<file path="src/verilog/adc_readout_pkg.sv">
// constants for the serial readout and conversion sequencer
// assumes a 200 MHz system clock sampling the frame select and shift clock pins
package adc_readout_pkg;
  localparam int CLK_PERIOD_NS = 5;
  localparam int FRAME_CYCLES = 16;                      // shift clocks per conversion
  localparam int LEAD_ZEROS = 4;
  localparam int RESULT_BITS_HI = 12;
  localparam int RESULT_BITS_LO = 10;
  localparam int CONV_DURATION_NS_MAX = 888;
  localparam int INTER_FRAME_GAP_NS = 60;
  localparam int FRAME_PULSE_NS = 10;
  localparam int DRIVE_ON_NS_MAX = 20;
  localparam int BIT_VALID_NS_MAX = 40;
  localparam int RELEASE_NS_MIN = 10;
  localparam int RELEASE_NS_MAX = 35;
  localparam int WAKE_UP_INTERVAL_NS = 1000;
  localparam int SYNC_STAGES = 2;
  // a longest time rounds down; pin latency is the synchroniser's two cycles plus one registered stage after it
  localparam int DRIVE_ON_CYC = DRIVE_ON_NS_MAX / CLK_PERIOD_NS;
  localparam int BIT_VALID_CYC = BIT_VALID_NS_MAX / CLK_PERIOD_NS;
  localparam int RELEASE_CYC_MIN = (RELEASE_NS_MIN + CLK_PERIOD_NS - 1) / CLK_PERIOD_NS;
  localparam int RELEASE_CYC_MAX = RELEASE_NS_MAX / CLK_PERIOD_NS;
  localparam int PIN_LATENCY = SYNC_STAGES + 1;
  localparam logic [4:0] COUNT_RESET = 5'h00;
endpackage : adc_readout_pkg

</file>
<file path="src/verilog/pin_sync.sv">
// two-stage synchroniser for the pins that come from the controller
// assumes the pins are asynchronous to mclk
`timescale 1ns/1ps
`default_nettype none
module pin_sync
  import adc_readout_pkg::*;
#(
  parameter int WIDTH = 2
)
(
  // clock and reset
  input wire logic mclk,
  input wire logic srst,
  // raw and synchronised pins
  input wire logic [WIDTH-1:0] pin_in,
  output logic [WIDTH-1:0] pin_sync_out
);
  logic [WIDTH-1:0] meta_reg;
  logic [WIDTH-1:0] sync_reg;

  // idle level of every pin is high (select deasserted, clock parked high)
  always_ff @(posedge mclk)
  begin
    if (srst)
    begin
      meta_reg <= '1;
      sync_reg <= '1;
    end
    else
    begin
      meta_reg <= pin_in;
      sync_reg <= meta_reg;
    end
  end

  assign pin_sync_out = sync_reg;
endmodule : pin_sync
`default_nettype wire

</file>
<file path="src/verilog/adc_serial_readout.sv">
// serial readout and conversion sequencer of a differential SAR converter
// assumes frame select and shift clock come from an outside controller and are
// sampled by mclk; the analog result arrives on sample_code at the frame's start
`timescale 1ns/1ps
`default_nettype none
module adc_serial_readout
  import adc_readout_pkg::*;
#(
  parameter int RESULT_BITS = RESULT_BITS_HI
)
(
  // system clock and reset
  input wire logic mclk,
  input wire logic srst,
  // controller pins
  input wire logic frame_sel_n,
  input wire logic shift_clk,
  // serial result pin, three signals
  input wire logic result_serial_in,
  output logic result_serial_out,
  output logic result_serial_oe,
  // analog side: two's complement code held by the sampler
  input wire logic [RESULT_BITS-1:0] sample_code,
  // status
  output logic conversion_busy,
  output logic result_ready
);
  typedef enum logic [1:0] {IDLE, CONVERT, DONE} state_t;

  localparam int PAD_BITS = FRAME_CYCLES - LEAD_ZEROS - RESULT_BITS;

  logic [1:0] pins_sync;
  logic sel_n_s;
  logic sck_s;
  logic sel_n_d_reg;
  logic sck_d_reg;
  logic sel_fall;
  logic sel_rise;
  logic sck_fall;
  state_t state_reg;
  logic [4:0] count_reg;
  logic [FRAME_CYCLES-1:0] shift_reg;
  logic [FRAME_CYCLES-1:0] frame_word;

  pin_sync #(
    .WIDTH(2)
  ) u_sync (
    .mclk(mclk),
    .srst(srst),
    .pin_in({frame_sel_n, shift_clk}),
    .pin_sync_out(pins_sync)
  );

  assign sel_n_s = pins_sync[1];
  assign sck_s = pins_sync[0];

  // edge history of the synchronised pins
  always_ff @(posedge mclk)
  begin
    if (srst)
    begin
      sel_n_d_reg <= 1'b1;
      sck_d_reg <= 1'b1;
    end
    else
    begin
      sel_n_d_reg <= sel_n_s;
      sck_d_reg <= sck_s;
    end
  end

  assign sel_fall = sel_n_d_reg & ~sel_n_s;
  assign sel_rise = ~sel_n_d_reg & sel_n_s;
  assign sck_fall = sck_d_reg & ~sck_s;

  // leading zeros, code MSB first, then trailing zero pad; placed by index so that a
  // zero-width pad never appears as a replication
  always_comb
  begin
    frame_word = '0;
    frame_word[PAD_BITS +: RESULT_BITS] = sample_code;
  end

  // conversion sequencer: the shift clock itself steps it, no other timebase
  always_ff @(posedge mclk)
  begin
    if (srst)
    begin
      state_reg <= IDLE;
      count_reg <= COUNT_RESET;
    end
    else if (sel_rise)
    begin
      // early release aborts the frame; the partial result is discarded
      state_reg <= IDLE;
      count_reg <= COUNT_RESET;
    end
    else
    begin
      unique case (state_reg)
        IDLE:
        begin
          if (sel_fall)
          begin
            state_reg <= CONVERT;
            count_reg <= COUNT_RESET;
          end
        end
        CONVERT:
        begin
          if (sck_fall)
          begin
            count_reg <= count_reg + 5'h01;
            if (count_reg == 5'(FRAME_CYCLES - 1))
            begin
              state_reg <= DONE;
            end
          end
        end
        DONE:
        begin
          state_reg <= DONE; // waits for select to rise
        end
        default:
        begin
          // the fourth code of the state register is never used
          state_reg <= IDLE;
          count_reg <= COUNT_RESET;
        end
      endcase
    end
  end

  // output shifter: first bit sits at select fall, next on each shift clock fall
  always_ff @(posedge mclk)
  begin
    if (srst)
    begin
      shift_reg <= '0;
    end
    else if (state_reg == IDLE && sel_fall)
    begin
      shift_reg <= frame_word;
    end
    else if (state_reg == CONVERT && sck_fall)
    begin
      shift_reg <= {shift_reg[FRAME_CYCLES-2:0], 1'b0};
    end
  end

  // pin drive: data and enable registered, released after the sixteenth fall
  always_ff @(posedge mclk)
  begin
    if (srst)
    begin
      result_serial_out <= 1'b0;
      result_serial_oe <= 1'b0;
    end
    else
    begin
      result_serial_out <= shift_reg[FRAME_CYCLES-1];
      result_serial_oe <= (state_reg == CONVERT) && !sel_rise;
    end
  end

  // status flags for the analog side
  always_ff @(posedge mclk)
  begin
    if (srst)
    begin
      conversion_busy <= 1'b0;
      result_ready <= 1'b0;
    end
    else
    begin
      conversion_busy <= (state_reg == CONVERT);
      result_ready <= (state_reg == DONE);
    end
  end

  // the return path of the pin is not needed by this end
  logic unused_in;
  assign unused_in = result_serial_in;
endmodule : adc_serial_readout
`default_nettype wire

</file>
<file path="config.mk">
export PLATFORM = sky130hd
export DESIGN_NAME = adc_serial_readout
export DESIGN_NICKNAME = d
export VERILOG_FILES = /design/src/verilog/adc_readout_pkg.sv /design/src/verilog/pin_sync.sv /design/src/verilog/adc_serial_readout.sv
export SDC_FILE = /design/constraint.sdc
export NUM_CORES = 1
export LEC_CHECK = 0
export BUFFER_PORTS_ARGS = -buffer_cell sky130_fd_sc_hd__buf_2
export CAP_MARGIN = 25
export CORE_AREA = 2 2 69 78
export DETAILED_ROUTE_END_ITERATION = 6
export DIE_AREA = 0 0 71 80
export HOLD_SLACK_MARGIN = 0.02
export MAX_ROUTING_LAYER = met4
export PLACE_DENSITY = 0.51
export SETUP_SLACK_MARGIN = 0.1
export SYNTH_ARGS = -nofsm -noshare
export SYNTH_HDL_FRONTEND = slang
export SYNTH_SLANG_ARGS = --single-unit
</file>
<file path="constraint.sdc">
create_clock -name mclk -period 1.5 [get_ports mclk]
set_input_delay 0.225 -clock mclk [delete_from_list [all_inputs] [get_ports mclk]]
set_output_delay 0.225 -clock mclk [all_outputs]
set_load 0.01 [all_outputs]
</file>
==> Yosys cells after proc, flatten, opt, wreduce, memory -nomap -nowiden <==
Index checks and enable logic that the tools add are counted.
{ "word_totals": {"mem_count": 0, "latch_bits": 0, "reg_bits": 33, "romBits": 0, "mem_bits_rw": 0} }
{ "classes": {"n_addsub": 1, "order_cmp": 0, "n_reduce_logical": 10, "n_shift": 0, "bitwise_logic": 7, "mux": 9, "n_eq_ne": 6, "div": 0, "multipliers": 0} }
{ "op_table": {"columns": ["op", "count"], "rows": [
  ["$mux W12", 2],
  ["$pmux W5 S3", 1],
  ["$mux W5", 2],
  ["$mux W2", 3],
  ["$ne A2 B2 Y1 const B", 3],
  ["$pmux W2 S3", 1],
  ["$reduce_and A3 Y1", 2],
  ["$add A5 B1 Y5 const B", 1],
  ["$eq A5 B4 Y1 const B", 1],
  ["$not A1 Y1", 4],
  ["$reduce_or A2 Y1", 2],
  ["$and A1 B1 Y1", 3],
  ["$logic_and A1 B1 Y1", 3],
  ["$eq A2 B1 Y1 const B", 1],
  ["$eq A2 B2 Y1 const B", 1],
  ["$logic_not A2 Y1", 1],
  ["$reduce_bool A2 Y1", 1],
  ["$logic_not A1 Y1", 1]
]} }

==> Logic depth before layout (Yosys ltp) <==
Gate-level depths: netlist of run 1.
{ "depth": {"word_depth": 5, "depth_mapped": 8, "ltp_nobuf": 7} }

==> Modules after synthesis <==
A second synthesis of run 1 with hierarchy kept.
{ "hier_totals": {"hier_cells": 136, "hier_area_um2": 1420.1} }
{ "by_module_without_submodules": {"columns": ["mod", "area_per_inst_um2", "seq_area_each_um2", "n_inst", "cells_per_inst"], "rows": [
  ["adc_serial_readout", 1315.0, 580.6, 1, 128],
  ["pin_sync", 105.1, 80.1, 1, 8]
]} }

==> Worst setup path before layout of run 1 <==
OpenSTA, ideal clock, no wires.
{ "synth_timing": {"kind": "reg2reg", "start": "register state_reg[1]", "end": "register count_reg[3]", "path_slack_ns": -0.017, "arrival_ns": 1.426, "path_buffers": 2, "stages_incl_launch_ff": 9, "path_cell_list": "dfxtp_1 -> inv_1 -> ha_1 -> buf_6 -> nand3b_4 -> buf_6 -> a211oi_4 -> a41oi_1 -> a311oi_1"} }
{ "synth_via": {"elab_chain_len": 3, "elab_cells_between_ends": 8, "classes_between": "4 x eq/ne; 1 x mux; 1 x bitwise; 2 x reduce/logical"} }
{ "synth_rtl": {"columns": ["element", "line", "rtl"], "rows": [
  ["start, declared", "adc_serial_readout.sv:40", "state_t state_reg;"],
  ["start signal, assigned", "adc_serial_readout.sv:89", "state_reg <= IDLE;"],
  ["start signal, assigned", "adc_serial_readout.sv:95", "state_reg <= IDLE;"],
  ["start signal, assigned", "adc_serial_readout.sv:105", "state_reg <= CONVERT;"],
  ["$eq A2 B1 Y1 (tied with other cells)", "adc_serial_readout.sv:100", "unique case (state_reg)"],
  ["$ne A2 B2 Y1 (no line) or $not A1 Y1 (tied branches)", null, null],
  ["$reduce_and A3 Y1 (no line)", null, null],
  ["end signal, assigned", "adc_serial_readout.sv:113", "count_reg <= count_reg + 5'h01;"],
  ["end, declared", "adc_serial_readout.sv:41", "logic [4:0] count_reg;"]
]} }
Parallel ways exist; a longest one is shown, timed or not.
A chain may end at the register's enable or synchronous reset.

==> Final worst setup path of run 1 <==
{ "layout_timing": {"start": "register count_reg[0]", "end": "register state_reg[0]"} }
{ "layout_via": {"elab_chain_len": 3} }
{ "layout_rtl": {"columns": ["element", "line", "rtl"], "rows": [
  ["$eq A5 B4 Y1", "adc_serial_readout.sv:114", "if (count_reg == 5'(FRAME_CYCLES - 1))"],
  ["$ne A2 B2 Y1 (no line)", null, null],
  ["$reduce_and A3 Y1 (no line)", null, null],
  ["end signal, assigned", "adc_serial_readout.sv:116", "state_reg <= DONE;"],
  ["end signal, assigned", "adc_serial_readout.sv:122", "state_reg <= DONE;"],
  ["end signal, assigned", "adc_serial_readout.sv:127", "state_reg <= IDLE;"]
]} }
Every way passes these cells.

==> run summary, run 1 <==
Number of cell rows -> 27
TritonCTS clock tree -> yes
Yosys cell types -> 30
Yosys top cell area share -> 46.4%
Grt met3 use -> 4.04%
Critical path endpoint category -> flop
Sink Count -> 33
Crit start category -> flop
Post-route clock period utilization -> 102%
Failing checks -> negative setup slack
GRT Total Usage -> 10.7%
RSZ-0062 raised after global routing -> yes
Die ar. -> 0.00568 mm^2
Slew @ Worst Pin -> 435 ps
Total gr overflow -> 0
Drt drc -> 0
RR Endpoint -> state_reg[0]
Max-Cap Viols -> 0
Hold slack -> 126 ps
Die Ht -> 80 um
Syn_area_per_cell -> 10.4 um^2
YS warnings -> 0
Hold Path Depth -> 2
Ratio of cells with drive above 1 in the final layout -> 32.5%
Final Skew -> 1.57 ps
H-tree depth -> 2
# hold bufs at CTS -> 0
Maximum fanout along the worst path -> 3
P per Cell Area -> 1240 mW/mm^2
Met1 usage -> 11.1%
Busiest grt layer -> met2
Clock transition at the registers of the reported paths -> 60 ps
Starting Density -> 29.1%
CTS max path bufs -> 2
P&R area growth vs syn -> 23.6%
Clock Latency Late Sink -> 280 ps
DR WL/cell -> 12.0 um
Root buffer cell -> clkbuf_8
Sequential cell area fraction in the yosys report -> 46.4%
Met2 global-route usage -> 17.7%
EDFF count, synth -> 0
Synth Register Bits -> 33
Min-delay worst type -> in -> reg
Hold Vio Cnt, Final -> 0
Post-Synthesis Cells -> 137
Vias in the first global route -> 1021
R2r setup slk -> -40 ps
Mapped Nets -> 159
Pleak -> 0.786 nW
Post-DP HPWL -> 1830 um
PortBufs -> 19
Critical Path RT -> 1660 ps
Leading area contributor after synthesis -> dfxtp_1
Slew headroom -> 71.0%
Crit path kind -> reg -> reg
Hold_sp -> frame_sel_n
Reg2Reg Depth -> 7
Hold Crit Endpoint -> u_sync.meta_reg[1]
Synth area leaders -> dfxtp_1 46%, mux2i_1 13%, a211oi_1 5.8%
1st-iter DRT viols -> 52
Synth Flop Type -> dfxtp_1
Max Slew Vio Count -> 0
Status -> complete, but fails checks
Final WL -> 2620 um
Antenna violations before repair -> 0
Worst setup margin -> -35.0 ps
Core Box Area -> 0.00490 mm^2
Largest net degree at the start of global routing -> 27
Peak Freq -> 651 MHz
N_diodes -> 0
First-pass GRT wire length -> 4560 um
Data arrival, critical path -> 1700 ps
Tmin final -> 1540 ps
Via density -> 4.73
Final setup fails -> 2
Async set-reset flop share out of synthesis -> 0%
Final net count -> 182
Num CTS Buffers -> 5
First-pass detailed-route iteration total -> 4
Tot Pwr -> 2.18 mW
I/O pin cnt -> 21
Largest register FFs -> 16
Final GP Congestion -> 0.683
Peak supply drop -> 0.551 mV
Chip Width -> 71 um
Synth Cell Area -> 0.00142 mm^2
Filler cells -> 502
Antenna Nets Post-Route -> 0
RR Startpoint -> count_reg[0]
Via count -> 1032
[report_power, final]
part / switching (mW) / internal, mW
Clock: 0.290 / 0.363
Sequential: 0.0387 / 0.941
Combinational: 0.273 / 0.271
Total: 0.602 / 1.57
[placed cells by master (no fill, tap or decap), types with 4 or more instances in the layout]
master	instances
a21oi_1	4
nand2_1	4
ha_4	4
dfxtp_1	30
buf_4	4
or2_2	6
nor3_1	4
nor2_1	15
buf_2	19
a211oi_1	11
mux2i_1	18
clkbuf_8	6
[timing repair]
item,in CTS,in global routing
resized for setup,8,0
pin swaps,5,0
endpoints found under the setup margin,18,19
setup buffers,1,1
[critical path, cell delays in order (launching register included)]
cell	delay [ps]
dfxtp_2	350
ha_4	150
and3_4	200
ha_4	140
nor2b_4	40
a221oi_4	240
mux2i_1	240
nor2_1	60
[layer usage]
layer / up-vias / share of wire (%)
met2: 28 / 49
met4: 0 / 2.5
met5: - / 0
met3: 9 / 5.3
met1: 468 / 43
li1: 527 / -
[cell usage after synthesis (2+ instances only)]
cell / count
a21oi_1: 4
or2_2: 6
a211oi_1: 11
nand3_1: 3
a311oi_1: 2
buf_6: 4
nor2_1: 15
nor2b_1: 4
nand2_1: 4
dfxtp_1: 33
mux2i_1: 18
ha_1: 5
inv_1: 5
nor3_1: 4
clkbuf_1: 3
nand2b_1: 2
[cells by family after synthesis]
family	after synthesis	synth area share, %
AND/OR/NAND/NOR	43	16.5
multiplexers	18	12.7
adder cells (fa/ha/maj)	5	4.39
buffers and inverters	14	6.15
flip-flops	33	46.4
AO/OA/AOI/OAI	24	13.9
[worst max path at each step]
| stage | from | to | slack, ps | cells past startpoint |
|---|---|---|---|---|
| after floorplan | state_reg[0] | count_reg[1] | 90 | 5 |
| after global placement | count_reg[1] | state_reg[0] | 10 | 7 |
| after detailed placement | count_reg[1] | state_reg[0] | -90 | 7 |
| after CTS | count_reg[0] | state_reg[0] | -40 | 7 |
| after global routing | count_reg[0] | state_reg[0] | -110 | 7 |
| final | count_reg[0] | state_reg[0] | -40 | 7 |
[layout make-up]
type	count	area, um^2	share of cell area, %
Multi-Input combinational cell	90	749	42.6
Sequential cell	33	667	37.9
Timing Repair Buffer	25	165	9.39
Clock buffer	7	86.3	4.91
Tap cell	58	72.6	4.13
Inverter	5	18.8	1.07
[per-stage QoR]
stage                     utilization, %  setup TNS, ps  worst slack [ps]  cells  instance area, um^2
after floorplan                        -              0              86.3    137                 1480
after global placement              33.1              0              12.9    209                 1620
after detailed placement            33.1           -220             -90.7    209                 1620
after CTS                           35.8          -41.8             -35.9    217                 1750
after global routing                35.9           -583              -114    218                 1760
final                               35.9          -44.8             -35.0    218                 1760
Note: power is estimated with default switching activity, not from simulation.
==> run 2: changes to the inputs <==
--- a/config.mk
+++ b/config.mk
@@ -7,9 +7,9 @@
 export LEC_CHECK = 0
 export BUFFER_PORTS_ARGS = -buffer_cell sky130_fd_sc_hd__buf_2
 export CAP_MARGIN = 25
-export CORE_AREA = 2 2 69 78
+export CORE_AREA = 2 2 101 54
 export DETAILED_ROUTE_END_ITERATION = 6
-export DIE_AREA = 0 0 71 80
+export DIE_AREA = 0 0 103 56
 export HOLD_SLACK_MARGIN = 0.02
 export MAX_ROUTING_LAYER = met4
 export PLACE_DENSITY = 0.51
==> run summary, run 2 (synthesized netlist as in run 1, its figures left out) <==
Slew headroom -> 74.8% (was 71.0%)
Filler cells -> 501 (was 502)
Min-delay worst type -> in -> reg (unchanged)
Clock transition at the registers of the reported paths -> 70 ps (was 60 ps)
Cell family with most CP delay -> flip-flops (unchanged)
TritonCTS clock tree -> yes (unchanged)
First-pass GRT wire length -> 4890 um (was 4560 um)
Post-route clock period utilization -> 96.8% (was 102%)
Tot Pwr -> 2.54 mW (was 2.18 mW)
Sequence of cells on the critical path -> ha_4 > and3_4 > ha_4 > nor2b_4 > a221oi_4 > mux2i_1 > nor2_1 (unchanged)
DP Cell Count -> 223 (was 209)
Starting Density -> 29.5% (was 29.1%)
Tmin final -> 1450 ps (was 1540 ps)
P&R area growth vs syn -> 36.5% (was 23.6%)
# hold bufs at CTS -> 0 (unchanged)
Commonest non-fill, non-tap cell in the layout -> dfxtp_1 (unchanged)
Final GP Congestion -> 0.658 (was 0.683)
Peak Freq -> 689 MHz (was 651 MHz)
Final WL -> 2820 um (was 2620 um)
Largest register FFs -> 16 (unchanged)
Largest net degree at the start of global routing -> 17 (was 27)
Via count -> 1073 (was 1032)
Chip Width -> 103 um (was 71 um)
Data arrival, critical path -> 1630 ps (was 1700 ps)
Hold Vio Cnt, Final -> 0 (unchanged)
Worst path slowest cell -> dfxtp_2 (unchanged)
Final Skew -> 10.3 ps (was 1.57 ps)
Final setup TNS -> 0 ps (was -44.8 ps)
Status -> completed (was complete, but fails checks)
Buffers and inverters on the worst path -> 0 (unchanged)
Most used cell, CP -> ha_4 (unchanged)
Final net count -> 189 (was 182)
Slew @ Worst Pin -> 377 ps (was 435 ps)
RR Endpoint -> state_reg[0] (unchanged)
Non-filler cells, final -> 238 (was 218)
Antenna Nets Post-Route -> 0 (unchanged)
Total gr overflow -> 0 (unchanged)
Drt drc -> 0 (unchanged)
Maximum fanout along the worst path -> 3 (unchanged)
Sink Count -> 33 (unchanged)
Via density -> 4.51 (was 4.73)
Clock Latency Late Sink -> 290 ps (was 280 ps)
Peak supply drop -> 0.543 mV (was 0.551 mV)
Crit path kind -> reg -> reg (unchanged)
Ratio of cells with drive above 1 in the final layout -> 45.8% (was 32.5%)
Commonest cells after routing, fill and taps aside -> 29 x dfxtp_1, 19 x buf_2, 18 x mux2i_1, 9 x buf_4, 8 x nor2_1 (was 30 x dfxtp_1, 19 x buf_2, 18 x mux2i_1, 15 x nor2_1, 11 x a211oi_1)
Num CTS Buffers -> 5 (unchanged)
Final setup fails -> 0 (was 2)
H-tree depth -> 2 (unchanged)
First-pass detailed-route iteration total -> 4 (unchanged)
Die ar. -> 0.00577 mm^2 (was 0.00568 mm^2)
CP endpoint -> state_reg[0] (unchanged)
DR WL/cell -> 11.8 um (was 12.0 um)
GRT Total Usage -> 11.4% (was 10.7%)
Antenna violations before repair -> 0 (unchanged)
Critical path endpoint category -> flop (unchanged)
Pleak -> 0.851 nW (was 0.786 nW)
R2r setup slk -> 50 ps (was -40 ps)
I/O pin cnt -> 21 (unchanged)
Worst stage delay on the critical path -> 350 ps (about the same)
Reg2Reg Depth -> 7 (unchanged)
PortBufs -> 19 (unchanged)
P per Cell Area -> 1310 mW/mm^2 (was 1240 mW/mm^2)
Final Util -> 40.3% (was 35.9%)
Number of cell rows -> 18 (was 27)
N_diodes -> 0 (unchanged)
Core Box Area -> 0.00482 mm^2 (was 0.00490 mm^2)
Critical Path RT -> 1680 ps (was 1660 ps)
Die Ht -> 56 um (was 80 um)
Crit. path cell count -> 7 (unchanged)
1st-iter DRT viols -> 17 (was 52)
CP startpoint -> count_reg[1] (was count_reg[0])
CTS max path bufs -> 2 (unchanged)
Footprint of the multi-input gates -> 808 um^2 (was 749 um^2)
RSZ-0062 raised after global routing -> yes (unchanged)
Root buffer cell -> clkbuf_8 (unchanged)
Max-Cap Viols -> 0 (unchanged)
Vias in the first global route -> 1057 (was 1021)
Crit start category -> flop (unchanged)
Sequential Area -> 668 um^2 (was 667 um^2)
Max Slew Vio Count -> 0 (unchanged)
RR Startpoint -> count_reg[1] (was count_reg[0])
Post-DP HPWL -> 1760 um (was 1830 um)
==> run 2: per-stage QoR <==
step | instance area, um^2 | setup WS, ps | hold slack (ps)
final | 1940 | 48.5 | 116
after global routing | 1940 | -49.6 | 117
after CTS | 1920 | -2.00 | 106
after detailed placement | 1650 | -5.23 | 393
after global placement | 1650 | -1.49 | 396
after floorplan | 1480 | 86.3 | 329
==> run 2: per-layer routing <==
layer | track usage, % | up-vias | wire (um)
met3 | 5.03 | 6 | 125
met2 | 16.5 | 20 | 1270
met4 | 4.51 | 0 | 39
met1 | 14.0 | 503 | 1380
li1 | - | 544 | -
met5 | - | - | 0
==> run 2: worst min path at each step <==
stage | startpoint | endpoint | slack (ps) | depth (start not counted)
floorplan | shift_clk | u_sync.meta_reg[0] | 330 | 1
global placement | u_sync.meta_reg[1] | u_sync.pin_sync_out[1] | 400 | 1
detailed placement | u_sync.meta_reg[1] | u_sync.pin_sync_out[1] | 390 | 1
CTS | frame_sel_n | u_sync.meta_reg[1] | 110 | 2
global route | frame_sel_n | u_sync.meta_reg[1] | 120 | 2
finish | shift_clk | u_sync.meta_reg[0] | 120 | 2
==> run 2: power breakdown <==
group          leakage, nW  switching [mW]  internal, mW
sequential           0.271          0.0424         0.948
combinational        0.522           0.314         0.361
clock               0.0585           0.333         0.542
total                0.851           0.689          1.85
==> run 2: final cells by class <==
| cell class | count | area share [%] |
|---|---|---|
| flip-flops and latches | 33 | 34.4 |
| multi-input cells | 90 | 41.6 |
| repair buffers | 32 | 12.4 |
| clock inverters | 1 | 1.55 |
| clock buffers | 7 | 4.44 |
| well taps | 70 | 4.51 |
| inverters | 5 | 1.09 |
==> run 2: worst reg2reg max path, cell delays in order, from the launching register on <==
cell      delay [ps]
dfxtp_2          350
ha_4             140
and3_4           190
ha_4             130
nor2b_4           40
a221oi_4         220
mux2i_1          220
nor2_1            50
==> run 2: timing repair <==
action / 4_1_cts / 5_1_grt
cloned: 1 / 0
endpoints found under the setup margin: 19 / 17
buffers inserted: 5 / 1
resized for setup: 23 / 5
pin swaps: 6 / 7
==> run 3: changes to the inputs <==
--- a/config.mk
+++ b/config.mk
@@ -7,12 +7,12 @@
 export LEC_CHECK = 0
 export BUFFER_PORTS_ARGS = -buffer_cell sky130_fd_sc_hd__buf_2
 export CAP_MARGIN = 25
-export CORE_AREA = 2 2 101 54
+export CORE_AREA = 2 2 88 48
 export DETAILED_ROUTE_END_ITERATION = 6
-export DIE_AREA = 0 0 103 56
+export DIE_AREA = 0 0 90 50
 export HOLD_SLACK_MARGIN = 0.02
 export MAX_ROUTING_LAYER = met4
-export PLACE_DENSITY = 0.51
+export PLACE_DENSITY = 0.63
 export SETUP_SLACK_MARGIN = 0.1
 export SYNTH_ARGS = -nofsm -noshare
 export SYNTH_HDL_FRONTEND = slang
==> run summary, run 3 (synthesized netlist as in run 1, its figures left out) <==
Clock transition at the registers of the reported paths -> 70 ps (about the same)
Via density -> 4.96 (was 4.51)
Drt drc -> 0 (unchanged)
Min-delay worst type -> in -> reg (unchanged)
Status -> completed (unchanged)
H-tree depth -> 2 (unchanged)
Worst setup margin -> 6.49 ps (was 48.5 ps)
Slew @ Worst Pin -> 572 ps (was 377 ps)
Die ar. -> 0.00450 mm^2 (was 0.00577 mm^2)
Final WL -> 3220 um (was 2820 um)
Largest net degree at the start of global routing -> 27 (was 17)
Post-DP HPWL -> 1850 um (was 1760 um)
Num CTS Buffers -> 5 (unchanged)
Final Util -> 56.0% (was 40.3%)
P&R area growth vs syn -> 46.5% (was 36.5%)
Clock Latency Late Sink -> 280 ps (was 290 ps)
Buffers and inverters on the worst path -> 0 (unchanged)
Clk pwr share -> 32.6% (was 34.4%)
Max-Cap Viols -> 0 (unchanged)
TritonCTS clock tree -> yes (unchanged)
Critical path endpoint category -> flop (unchanged)
Worst path slowest cell -> dfxtp_4 (was dfxtp_2)
Root buffer cell -> clkbuf_8 (unchanged)
Data arrival, critical path -> 1660 ps (was 1630 ps)
Peak Freq -> 670 MHz (was 689 MHz)
Cell family with most CP delay -> flip-flops (unchanged)
Most used cell, CP -> ha_4 (unchanged)
PortBufs -> 19 (unchanged)
Maximum fanout along the worst path -> 2 (was 3)
Final setup TNS -> 0 ps (unchanged)
CTS max path bufs -> 2 (unchanged)
Ratio of cells with drive above 1 in the final layout -> 56.7% (was 45.8%)
Crit path kind -> reg -> reg (unchanged)
Commonest non-fill, non-tap cell in the layout -> dfxtp_1 (unchanged)
Total gr overflow -> 0 (unchanged)
Number of cell rows -> 16 (was 18)
I/O pin cnt -> 21 (unchanged)
Starting Density -> 38.2% (was 29.5%)
Post-route clock period utilization -> 99.6% (was 96.8%)
Non-filler cells, final -> 225 (was 238)
Pleak -> 0.850 nW (was 0.851 nW)
Register share of total power -> 37.7% (was 39.0%)
RSZ-0062 raised after global routing -> yes (unchanged)
Die Ht -> 50 um (was 56 um)
DP Cell Count -> 207 (was 223)
Commonest cells after routing, fill and taps aside -> 29 x dfxtp_1, 19 x buf_2, 11 x mux2i_1, 10 x a211oi_2, 9 x nor2_2 (was 29 x dfxtp_1, 19 x buf_2, 18 x mux2i_1, 9 x buf_4, 8 x nor2_1)
1st-iter DRT viols -> 66 (was 17)
First-pass GRT wire length -> 4710 um (was 4890 um)
Area after DPL -> 0.00163 mm^2 (was 0.00165 mm^2)
First-pass detailed-route iteration total -> 4 (unchanged)
Hold slack -> 118 ps (was 116 ps)
Final Skew -> 8.11 ps (was 10.3 ps)
Antenna Nets Post-Route -> 0 (unchanged)
GRT Total Usage -> 13.8% (was 11.4%)
Tot Pwr -> 2.63 mW (was 2.54 mW)
P per Cell Area -> 1260 mW/mm^2 (was 1310 mW/mm^2)
Switch share -> 27.3% (was 27.1%)
Vias in the first global route -> 1057 (unchanged)
Comb pwr share -> 29.7% (was 26.6%)
Via count -> 1116 (was 1073)
Internal -> 1.91 mW (was 1.85 mW)
Max Slew Vio Count -> 0 (unchanged)
Sink Count -> 33 (unchanged)
Worst stage delay on the critical path -> 370 ps (was 350 ps)
Final setup fails -> 0 (unchanged)
Largest register FFs -> 16 (unchanged)
Pre-CTS setup slack -> -20.4 ps (was -5.23 ps)
Post-route design area -> 0.00209 mm^2 (was 0.00194 mm^2)
Sequence of cells on the critical path -> ha_4 > and3_4 > ha_4 > nor2b_4 > a221oi_4 > mux2i_1 > nor2_1 (unchanged)
Final GP Congestion -> 0.706 (was 0.658)
DR WL/cell -> 14.3 um (was 11.8 um)
Critical Path RT -> 1660 ps (was 1680 ps)
Chip Width -> 90 um (was 103 um)
Peak supply drop -> 0.608 mV (was 0.543 mV)
Core Box Area -> 0.00372 mm^2 (was 0.00482 mm^2)
Slew headroom -> 61.8% (was 74.8%)
N_diodes -> 0 (unchanged)
Antenna violations before repair -> 0 (unchanged)
Final net count -> 192 (was 189)
Sw power -> 0.718 mW (was 0.689 mW)
Tmin final -> 1490 ps (was 1450 ps)
Hold Vio Cnt, Final -> 0 (unchanged)
Crit start category -> flop (unchanged)
## run 3: layout make-up
cell class                      instances  area [um^2]
Clock buffer                            7         86.3
Clock inverter                          1         30.0
Fill cell                             308         1640
Inverter                                5         18.8
Multi-Input combinational cell         90          911
Sequential cell                        33          668
Tap cell                               54         67.6
Timing Repair Buffer                   35          304
## run 3: worst paths after layout
path / startpoint / to / slack, ps / cells after the start
worst max register to register: count_reg[0] / state_reg[1] / 6 / 7
worst max-delay path: count_reg[0] / state_reg[1] / 6 / 7
worst min-delay path: shift_clk / u_sync.meta_reg[0] / 120 / 2
worst min register to register: u_sync.meta_reg[0] / u_sync.pin_sync_out[0] / 410 / 1
## run 3: repair_timing
action                     4_1_cts  5_1_grt
hold buffers                     0        0
resized for setup                8       41
setup buffers                    3        3
pin swaps                        5       22
setup endpoints to repair        8       19
cloned                           0        4
## run 3: routing by layer
metal / GRT usage [%] / share of wire [%]
met3: 4.89 / 4.3
met5: - / 0
met2: 20.1 / 45
met1: 16.8 / 48
met4: 7.69 / 2.5
## run 3: power by group through the flow
stage | clock network (mW) | registers, mW | logic, mW
after floorplan | 0 | 0.999 | 0.388
after global placement | 0 | 0.989 | 0.507
after detailed placement | 0 | 0.993 | 0.528
after CTS | 0.871 | 0.974 | 0.565
after global routing | 0.912 | 0.997 | 0.829
final | 0.857 | 0.991 | 0.780
